===== src/verilog/mic_pkg.sv =====
// Package: register indices, bit layout, source numbering, vectors and edge codes of the interrupt controller
package mic_pkg;

    // ------------------------------------------------------------
    // Register indices (byte address is four times the index)
    // ------------------------------------------------------------
    localparam logic [5:0] REG_IE_LINE0  = 6'h00;
    localparam logic [5:0] REG_LINE1_TA  = 6'h01;
    localparam logic [5:0] REG_TB_TC     = 6'h02;
    localparam logic [5:0] REG_TD_CONV   = 6'h03;
    localparam logic [5:0] REG_LINE2_3   = 6'h22;
    localparam logic [5:0] REG_LINE4_SER = 6'h23;
    localparam logic [5:0] REG_ESR_ONE   = 6'h26;
    localparam logic [5:0] REG_ESR_TWO   = 6'h27;
    localparam int         ADDR_LSB      = 2;
    localparam int         ADDR_W        = 8;
    localparam int         REG_W         = 4;

    // ------------------------------------------------------------
    // Bit positions inside a four-bit control register
    // ------------------------------------------------------------
    localparam int BIT_IE    = 0;
    localparam int BIT_FLAG0 = 0;
    localparam int BIT_MASK0 = 1;
    localparam int BIT_FLAG1 = 2;
    localparam int BIT_MASK1 = 3;

    // ------------------------------------------------------------
    // Source numbering, in priority order
    // ------------------------------------------------------------
    localparam int NUM_SRC    = 11;
    localparam int NUM_PIN    = 5;
    localparam int NUM_SYNC   = 6;
    localparam int SRC_LINE0  = 0;
    localparam int SRC_LINE1  = 1;
    localparam int SRC_TA     = 2;
    localparam int SRC_TB     = 3;
    localparam int SRC_LINE2  = 4;
    localparam int SRC_TC     = 5;
    localparam int SRC_LINE3  = 6;
    localparam int SRC_TD     = 7;
    localparam int SRC_LINE4  = 8;
    localparam int SRC_CONV   = 9;
    localparam int SRC_SER    = 10;
    localparam int SYNC_TIMER_D_EVENT_INPUT  = 5;
    localparam int NUM_GROUP  = 7;

    // Members of each vector group, lowest priority first
    localparam logic [NUM_GROUP-1:0][NUM_SRC-1:0] GROUP_MEMBERS = '{
        11'h600, 11'h180, 11'h060, 11'h018, 11'h004, 11'h002, 11'h001};

    // ------------------------------------------------------------
    // Vector addresses
    // ------------------------------------------------------------
    localparam logic [15:0] VEC_RESET = 16'h0000;
    localparam logic [NUM_GROUP-1:0][15:0] GROUP_VECTOR = '{
        16'h000E, 16'h000C, 16'h000A, 16'h0008, 16'h0006, 16'h0004, 16'h0002};

    // ------------------------------------------------------------
    // Reset values and edge-select codes
    // ------------------------------------------------------------
    localparam logic [NUM_SRC-1:0] FLAGS_RESET = 11'h000;
    localparam logic [NUM_SRC-1:0] MASKS_RESET = 11'h7FF;
    localparam logic [3:0]         ESR_RESET   = 4'h0;
    localparam logic [1:0]         EDGE_NONE   = 2'h0;
    localparam logic [1:0]         EDGE_FALL   = 2'h1;
    localparam logic [1:0]         EDGE_RISE   = 2'h2;
    localparam logic [1:0]         EDGE_BOTH   = 2'h3;

    typedef enum logic [1:0] {
        MIC_IDLE   = 2'b00,
        MIC_FINISH = 2'b01,
        MIC_PUSH_A = 2'b10,
        MIC_PUSH_B = 2'b11
    } mic_phase_e;

endpackage : mic_pkg


===== src/verilog/mic_irq_ctrl.sv =====
// Module: eleven-source interrupt controller with fixed priority, vectors and Avalon-MM registers
module mic_irq_ctrl
    import mic_pkg::*;
(
    // Clock, reset, enable
    input  wire logic                 clk,
    input  wire logic                 rst,
    input  wire logic                 ce,
    // Avalon-MM slave
    input  wire logic [ADDR_W-1:0]    avs_address,
    input  wire logic                 avs_read,
    input  wire logic                 avs_write,
    input  wire logic [31:0]          avs_writedata,
    output logic      [31:0]          avs_readdata,
    output logic                      avs_waitrequest,
    // External pins, active low, and peripheral events
    input  wire logic [NUM_PIN-1:0]   ext_irq_line_n,
    input  wire logic                 timer_d_event_input,
    input  wire logic                 capture_mode,
    input  wire logic                 timer_a_overflow,
    input  wire logic                 timer_b_overflow,
    input  wire logic                 timer_c_overflow,
    input  wire logic                 timer_d_overflow,
    input  wire logic                 serial_done,
    input  wire logic                 converter_done,
    input  wire logic                 stop_mode,
    input  wire logic                 stop_cancel_input,
    // Instruction sequencer
    input  wire logic                 irq_accept,
    input  wire logic                 return_from_irq_instr,
    output logic                      irq_request,
    output logic                      stop_cancel_request,
    output logic      [15:0]          irq_vector,
    output logic                      finish_cycle,
    output logic                      stack_push,
    output logic                      vector_jump,
    output logic                      global_irq_enable
);

    // ------------------------------------------------------------
    // State
    // ------------------------------------------------------------
    typedef struct packed {
        logic                 ie;
        logic [NUM_SRC-1:0]   flag;
        logic [NUM_SRC-1:0]   mask;
        logic [3:0]           esr_one;
        logic [3:0]           esr_two;
        logic [NUM_SYNC-1:0]  sync_a;
        logic [NUM_SYNC-1:0]  sync_b;
        logic [NUM_SYNC-1:0]  sync_c;
        logic [15:0]          vector;
        mic_phase_e           phase;
        logic                 ack;
        logic [REG_W-1:0]     rdata;
    } mic_state_s;

    mic_state_s st_reg;
    mic_state_s st_next;

    // ------------------------------------------------------------
    // Helpers
    // ------------------------------------------------------------
    // Decodes one two-bit edge code against two successive pin samples
    function automatic logic edge_hit(input logic [1:0] code, input logic prev, input logic cur);
        logic fall;
        logic rise;
        fall = prev & ~cur;
        rise = ~prev & cur;
        unique case (code)
            EDGE_NONE: edge_hit = 1'b0;
            EDGE_FALL: edge_hit = fall;
            EDGE_RISE: edge_hit = rise;
            EDGE_BOTH: edge_hit = fall | rise;
        endcase
    endfunction : edge_hit

    // Register image: flag in the even bit, mask in the odd bit of each pair
    function automatic logic [REG_W-1:0] pair_bits(input mic_state_s s, input int lo, input int hi);
        pair_bits = {s.mask[hi], s.flag[hi], s.mask[lo], s.flag[lo]};
    endfunction : pair_bits

    // ------------------------------------------------------------
    // Priority encoder
    // ------------------------------------------------------------
    logic [NUM_SRC-1:0]   pending;
    logic [NUM_GROUP-1:0] group_hit;
    logic [15:0]          enc_vector;
    logic                 any_pending;

    assign pending = st_reg.flag & ~st_reg.mask;

    genvar g;
    generate
        for (g = 0; g < NUM_GROUP; g++) begin : g_group
            assign group_hit[g] = |(pending & GROUP_MEMBERS[g]);
        end
    endgenerate

    always_comb begin
        // Vector stays at the reset value while no group is pending
        enc_vector  = VEC_RESET;
        any_pending = |group_hit;
        // Lowest index wins because it is scanned last
        for (int i = NUM_GROUP - 1; i >= 0; i--) begin
            if (group_hit[i]) begin
                enc_vector = GROUP_VECTOR[i];
            end
        end
    end

    // ------------------------------------------------------------
    // Next state
    // ------------------------------------------------------------
    logic                 bus_req;
    logic                 wr_take;
    logic [REG_W-1:0]     wd;
    logic [NUM_SRC-1:0]   events;
    logic [NUM_SYNC-1:0]  pin_now;
    logic                 take_irq;

    assign bus_req  = avs_read | avs_write;
    // A write lands at the edge that ends the answer cycle
    assign wr_take  = avs_write & st_reg.ack;
    assign wd       = avs_writedata[REG_W-1:0];
    assign pin_now  = {timer_d_event_input, ext_irq_line_n};
    assign take_irq = irq_accept & irq_request & (st_reg.phase == MIC_IDLE);

    always_comb begin
        events            = '0;
        // Falling pin edge: previous sample high, newest sample low
        events[SRC_LINE0] = st_reg.sync_c[SRC_LINE0] & ~st_reg.sync_b[SRC_LINE0];
        events[SRC_LINE1] = st_reg.sync_c[SRC_LINE1] & ~st_reg.sync_b[SRC_LINE1];
        // Edge codes act on the pin level itself, so falling means high to low
        // The third stage holds the older sample, so each edge is seen in one cycle only
        events[SRC_LINE2] = edge_hit(st_reg.esr_one[1:0], st_reg.sync_c[2], st_reg.sync_b[2]);
        events[SRC_LINE3] = edge_hit(st_reg.esr_one[3:2], st_reg.sync_c[3], st_reg.sync_b[3]);
        events[SRC_LINE4] = edge_hit(st_reg.esr_two[1:0], st_reg.sync_c[4], st_reg.sync_b[4]);
        events[SRC_TA]    = timer_a_overflow;
        events[SRC_TB]    = timer_b_overflow;
        events[SRC_TC]    = timer_c_overflow;
        events[SRC_TD]    = timer_d_overflow
            | (capture_mode & edge_hit(st_reg.esr_two[3:2], st_reg.sync_c[SYNC_TIMER_D_EVENT_INPUT],
                                       st_reg.sync_b[SYNC_TIMER_D_EVENT_INPUT]));
        events[SRC_SER]   = serial_done;
        events[SRC_CONV]  = converter_done;
    end

    always_comb begin
        st_next = st_reg;

        // Two-stage synchronisers, third stage only for edge history
        st_next.sync_a = pin_now;
        st_next.sync_b = st_reg.sync_a;
        st_next.sync_c = st_reg.sync_b;

        // Bus: one wait state, read data captured on the first cycle
        st_next.ack   = bus_req & ~st_reg.ack;
        st_next.rdata = '0;
        if (avs_read & ~st_reg.ack) begin
            unique case (avs_address[ADDR_W-1:ADDR_LSB])
                REG_IE_LINE0:  st_next.rdata = {st_reg.mask[SRC_LINE0], st_reg.flag[SRC_LINE0], 1'b0, st_reg.ie};
                REG_LINE1_TA:  st_next.rdata = pair_bits(st_reg, SRC_LINE1, SRC_TA);
                REG_TB_TC:     st_next.rdata = pair_bits(st_reg, SRC_TB, SRC_TC);
                REG_TD_CONV:   st_next.rdata = pair_bits(st_reg, SRC_TD, SRC_CONV);
                REG_LINE2_3:   st_next.rdata = pair_bits(st_reg, SRC_LINE2, SRC_LINE3);
                REG_LINE4_SER: st_next.rdata = pair_bits(st_reg, SRC_LINE4, SRC_SER);
                default:       st_next.rdata = '0;
            endcase
        end

        // Software writes: masks freely, flags only towards zero
        if (wr_take) begin
            unique case (avs_address[ADDR_W-1:ADDR_LSB])
                REG_IE_LINE0: begin
                    st_next.ie              = wd[BIT_IE];
                    st_next.flag[SRC_LINE0] = st_reg.flag[SRC_LINE0] & wd[BIT_FLAG1];
                    st_next.mask[SRC_LINE0] = wd[BIT_MASK1];
                end
                REG_LINE1_TA: begin
                    st_next.flag[SRC_LINE1] = st_reg.flag[SRC_LINE1] & wd[BIT_FLAG0];
                    st_next.mask[SRC_LINE1] = wd[BIT_MASK0];
                    st_next.flag[SRC_TA]    = st_reg.flag[SRC_TA] & wd[BIT_FLAG1];
                    st_next.mask[SRC_TA]    = wd[BIT_MASK1];
                end
                REG_TB_TC: begin
                    st_next.flag[SRC_TB] = st_reg.flag[SRC_TB] & wd[BIT_FLAG0];
                    st_next.mask[SRC_TB] = wd[BIT_MASK0];
                    st_next.flag[SRC_TC] = st_reg.flag[SRC_TC] & wd[BIT_FLAG1];
                    st_next.mask[SRC_TC] = wd[BIT_MASK1];
                end
                REG_TD_CONV: begin
                    st_next.flag[SRC_TD]   = st_reg.flag[SRC_TD] & wd[BIT_FLAG0];
                    st_next.mask[SRC_TD]   = wd[BIT_MASK0];
                    st_next.flag[SRC_CONV] = st_reg.flag[SRC_CONV] & wd[BIT_FLAG1];
                    st_next.mask[SRC_CONV] = wd[BIT_MASK1];
                end
                REG_LINE2_3: begin
                    st_next.flag[SRC_LINE2] = st_reg.flag[SRC_LINE2] & wd[BIT_FLAG0];
                    st_next.mask[SRC_LINE2] = wd[BIT_MASK0];
                    st_next.flag[SRC_LINE3] = st_reg.flag[SRC_LINE3] & wd[BIT_FLAG1];
                    st_next.mask[SRC_LINE3] = wd[BIT_MASK1];
                end
                REG_LINE4_SER: begin
                    st_next.flag[SRC_LINE4] = st_reg.flag[SRC_LINE4] & wd[BIT_FLAG0];
                    st_next.mask[SRC_LINE4] = wd[BIT_MASK0];
                    st_next.flag[SRC_SER]   = st_reg.flag[SRC_SER] & wd[BIT_FLAG1];
                    st_next.mask[SRC_SER]   = wd[BIT_MASK1];
                end
                REG_ESR_ONE: st_next.esr_one = wd;
                REG_ESR_TWO: st_next.esr_two = wd;
                default: begin
                end
            endcase
        end

        // Hardware set wins over a same-cycle software clear
        st_next.flag = st_next.flag | events;

        if (return_from_irq_instr) begin
            st_next.ie = 1'b1;
        end

        // Acceptance sequence; the vector is frozen at acceptance
        unique case (st_reg.phase)
            MIC_IDLE: begin
                st_next.vector = stop_cancel_request ? VEC_RESET : enc_vector;
                if (take_irq) begin
                    st_next.vector = enc_vector;
                    st_next.phase  = MIC_FINISH;
                end
            end
            MIC_FINISH: st_next.phase = MIC_PUSH_A;
            MIC_PUSH_A: begin
                // Placed last so the sequence clear wins over a same-cycle return or write
                st_next.ie    = 1'b0;
                st_next.phase = MIC_PUSH_B;
            end
            MIC_PUSH_B: st_next.phase = MIC_IDLE;
        endcase
    end

    // ------------------------------------------------------------
    // Registers
    // ------------------------------------------------------------
    always_ff @(posedge clk or posedge rst) begin
        if (rst) begin
            st_reg         <= '0;
            st_reg.ie      <= 1'b0;
            st_reg.flag    <= FLAGS_RESET;
            st_reg.mask    <= MASKS_RESET;
            st_reg.esr_one <= ESR_RESET;
            st_reg.esr_two <= ESR_RESET;
            // Idle pin level, so releasing reset shows no false edge
            st_reg.sync_a  <= '1;
            st_reg.sync_b  <= '1;
            st_reg.sync_c  <= '1;
            st_reg.vector  <= VEC_RESET;
            st_reg.phase   <= MIC_IDLE;
        end else if (ce) begin
            st_reg <= st_next;
        end
    end

    // ------------------------------------------------------------
    // Outputs
    // ------------------------------------------------------------
    assign avs_waitrequest     = bus_req & ~st_reg.ack;
    // Read data stands only in the cycle in which waitrequest is low
    assign avs_readdata        = {{(32 - REG_W){1'b0}}, st_reg.rdata};
    assign irq_request         = st_reg.ie & any_pending & (st_reg.phase == MIC_IDLE);
    assign stop_cancel_request = stop_mode & stop_cancel_input;
    assign irq_vector          = st_reg.vector;
    assign finish_cycle        = st_reg.phase == MIC_FINISH;
    assign stack_push          = (st_reg.phase == MIC_PUSH_A) | (st_reg.phase == MIC_PUSH_B);
    assign vector_jump         = st_reg.phase == MIC_PUSH_B;
    assign global_irq_enable   = st_reg.ie;

endmodule : mic_irq_ctrl


===== config.mk =====
export PLATFORM = sky130hd
export DESIGN_NAME = mic_irq_ctrl
export DESIGN_NICKNAME = d
export VERILOG_FILES = /design/src/verilog/mic_pkg.sv /design/src/verilog/mic_irq_ctrl.sv
export SDC_FILE = /design/constraint.sdc
export NUM_CORES = 1
export LEC_CHECK = 0
export BUFFER_PORTS_ARGS = -buffer_cell sky130_fd_sc_hd__buf_2
export CORE_MARGIN = 2
export CORE_UTILIZATION = 45
export DETAILED_ROUTE_END_ITERATION = 10
export PLACE_DENSITY = 0.83
export SLEW_MARGIN = 10
export SYNTH_ARGS = -nofsm -noshare
export SYNTH_HDL_FRONTEND = slang
export SYNTH_SLANG_ARGS = --single-unit

===== constraint.sdc =====
create_clock -name clk -period 2.9 [get_ports clk]
set_input_delay 0.29 -clock clk [delete_from_list [all_inputs] [get_ports clk]]
set_output_delay 0.29 -clock clk [all_outputs]
set_load 0.01 [all_outputs]

==> run_results.csv <==
group,metric,value,unit
worst_hold_path,min_path_type,"in2async",
yosys,ys_types,54,
route,wl,7025,um
timing,drv_slew,0,
worst_setup_path,critPathArrivalTime,2.05,ns
route,route.detailed.drc,0,
timing,finalHoldViolCount,0,
finish,final_util,50.03,%
finish,final_nets,451,
pwr,switching_share,29.77,%
grt,grt_remaining_overflow,0,
placed_design,placedCellCount,467,
pwr,seqPwrFrac,46.1,%
route,wl_per_cell,14.54,um
yosys,netlist_area,3488,um^2
yosys,yosys_warnings,0,
yosys,synth_cells,333,
run,cap_violations,0,
pwr,power_frac_clock,32.9,%
route,first_iter_violations,249,
yosys,synth_seq_cells,59,
clock_tree,cts_buffers,9,
worst_setup_path,worstPathMaxFanout,4,
clock_tree,ctsHoldBuffers,0,
worst_setup_path,critPathKind,"reg2out",
grt,grtUsageMet1,21.71,%
yosys,synth_seq_area_share,43.36,%
yosys,synth_ff_type,"dfrtp_1",
clock_tree,clk_pin_slew_worst_paths,0.07,ns
grt,grt_max_degree,60,
yosys,synth_edf_count,0,
placed_design,place.gp.congestion,0.9054,
worst_setup_path,worstPathRequired,2.61,ns
floorplan,initial_utilization,45.86,%
clock_tree,cts_sinks,59,
grt,grt_pass1_wl,11710,um
grt,top_usage_layer,"met2",
pwr,powerDensity,575.5,nW/um^2
placed_design,dp_hpwl,5184,um
finish,num-fill-cells,689,
timing,holdWs,0.1401,ns
clock_tree,cts_setup_buffers,0,
yosys,syn_avg_cell_area,10.48,um^2
clock_tree,clk_path_buf_depth,2,
finish,area_growth,9.110,%
clock_tree,clock-root-buffer,"clkbuf_8",
finish,fin_cells,483,
finish,most-common-layout-cells,"45 x buf_2, 41 x conb_1, 31 x mux2_2, 30 x dfrtp_1, 29 x dfstp_2",
timing,max_slew_margin,52.53,%
timing,tns,0,ns
grt,use_met2,29.53,%
pwr,intPower,1.538,mW
timing,fmax,426.9,MHz
worst_setup_path,startpoint_type,"flop",
route,dr.pass1.iters,4,
finish,final_common_cell,"buf_2",
route,ant_nets,0,
floorplan,core,7607,um^2
finish,multi_input_area,1644,um^2
floorplan,ios,117,
finish,drive_gt1_share,34.91,%
pwr,finalPower,2.190,mW
timing,period_minus_slack,2.342,ns
pwr,p_leak,1.798,nW
grt,antenna_found_initial,0,
floorplan,placement_rows,32,
clock_tree,cts-resized-gates,0,
grt,grt_pass1_vias,2502,
pwr,ir_drop,375.2,uV
pwr,p_sw,0.6521,mW
floorplan,die_area,8472,um^2
route,vias,2495,
timing,skew,0.007879,ns
finish,largest_reg_flops,39,
yosys,synthArstFlopShare,100.0,%
grt,gr-usage-met3,4.684,%
grt,grt_use_total,17.88,%
floorplan,die_h,92.05,um
pwr,combPwrFrac,21.0,%
route,vias_per_cell,5.166,
worst_setup_path,end_kind,"output port",
run_status,outcome,"finished, final reports clean",
timing,min_period_over_period,80.77,%
clock_tree,htree_levels,3,
floorplan,die_w,92.05,um
finish,diodes,0,
timing,rsz0062_at_grt,"no",
timing,finalSetupViolations,0,
placed_design,place.port_buffers,45,
clock_tree,clock_latency,0.35,ns
timing,worstMarginPinSlew,0.7120,ns
finish,seqCellArea,1513,um^2
clock_tree,cts_tree,"done",
cell usage after synthesis (all sizes together) (3+ instances only):
cell type,number,share of area [%]
a21oi,7,1.0
a221oi,3,0.75
a22o,6,1.5
buf,53,11
dfrtp,30,22
dfstp,29,22
ha,13,4.7
inv,24,2.6
mux2,31,10
mux2i,9,2.6
nand2,28,3.0
nand3,8,1.1
nor2,12,1.4
nor2b,6,1.3
nor3,8,1.6
o21ai,21,3.0
o22ai,5,0.90
o2bb2ai,4,1.0
area by class of cell:
cell class	instances	area share [%]
inverter	24	2.367
sequential	59	39.74
timing repair buffer	47	6.312
multi-input combinational	235	43.20
clock inverter	1	0.1315
clock buffer	15	4.898
tap	102	3.353
metal layers:
layer | vias to the layer above | wire [um]
li1 | 1163 | -
met1 | 1213 | 2933
met2 | 102 | 3546
met3 | 17 | 379
met4 | 0 | 165
met5 | - | 0
kinds of logic (layout without fill, tap and decap cells):
family                     count (synthesis)  count (layout)  synth area share [%]
AOI/OAI and AO/OA                         59              59                 11.94
DFF                                       59              59                 43.36
adders and majority gates                 13              13                 4.663
buffers and inverters                     79              87                 13.81
and+or+nand+nor                           81              81                 12.77
other                                      1              41                0.1075
muxes                                     41              41                 13.34
power by group through the flow:
stage | Sequential, mW | Combinational (mW) | Clock [mW]
after floorplan | 1.01 | 0.370 | 0
after global routing | 1.02 | 0.513 | 0.768
after detailed placement | 1.02 | 0.453 | 0
final | 1.01 | 0.459 | 0.721
after CTS | 1.01 | 0.461 | 0.731
after global placement | 1.02 | 0.428 | 0
worst max-delay path, stage by stage (launching register included):
cell and delay [ns]:
dfstp_2 0.58, nor2b_4 0.06, a2111oi_4 0.39, nand4bb_1 0.26, and3_1 0.27, buf_2 0.14
worst paths after layout:
path	cells after the start	endpoint	slack (ns)	from
min reg2reg	1	avs_readdata[3]	0.48	avs_readdata[3]
max reg2reg	5	st_reg[6]	0.89	st_reg[56]
min in group clk	3	st_reg[70]	0.17	serial_done
max	5	irq_request	0.56	st_reg[56]
max in group asynchronous	3	st_reg[6]	2.29	rst
min	3	avs_readdata[0]	0.14	rst
per-stage QoR:
| step | setup slack (ns) | area [um^2] |
|---|---|---|
| after CTS | 0.5611 | 3806 |
| after detailed placement | 0.9188 | 3615 |
| after global routing | 0.4943 | 3806 |
| after global placement | 0.9914 | 3615 |
| after floorplan | 1.172 | 3638 |
| final | 0.5577 | 3806 |
(Power assumes the default switching activity.)
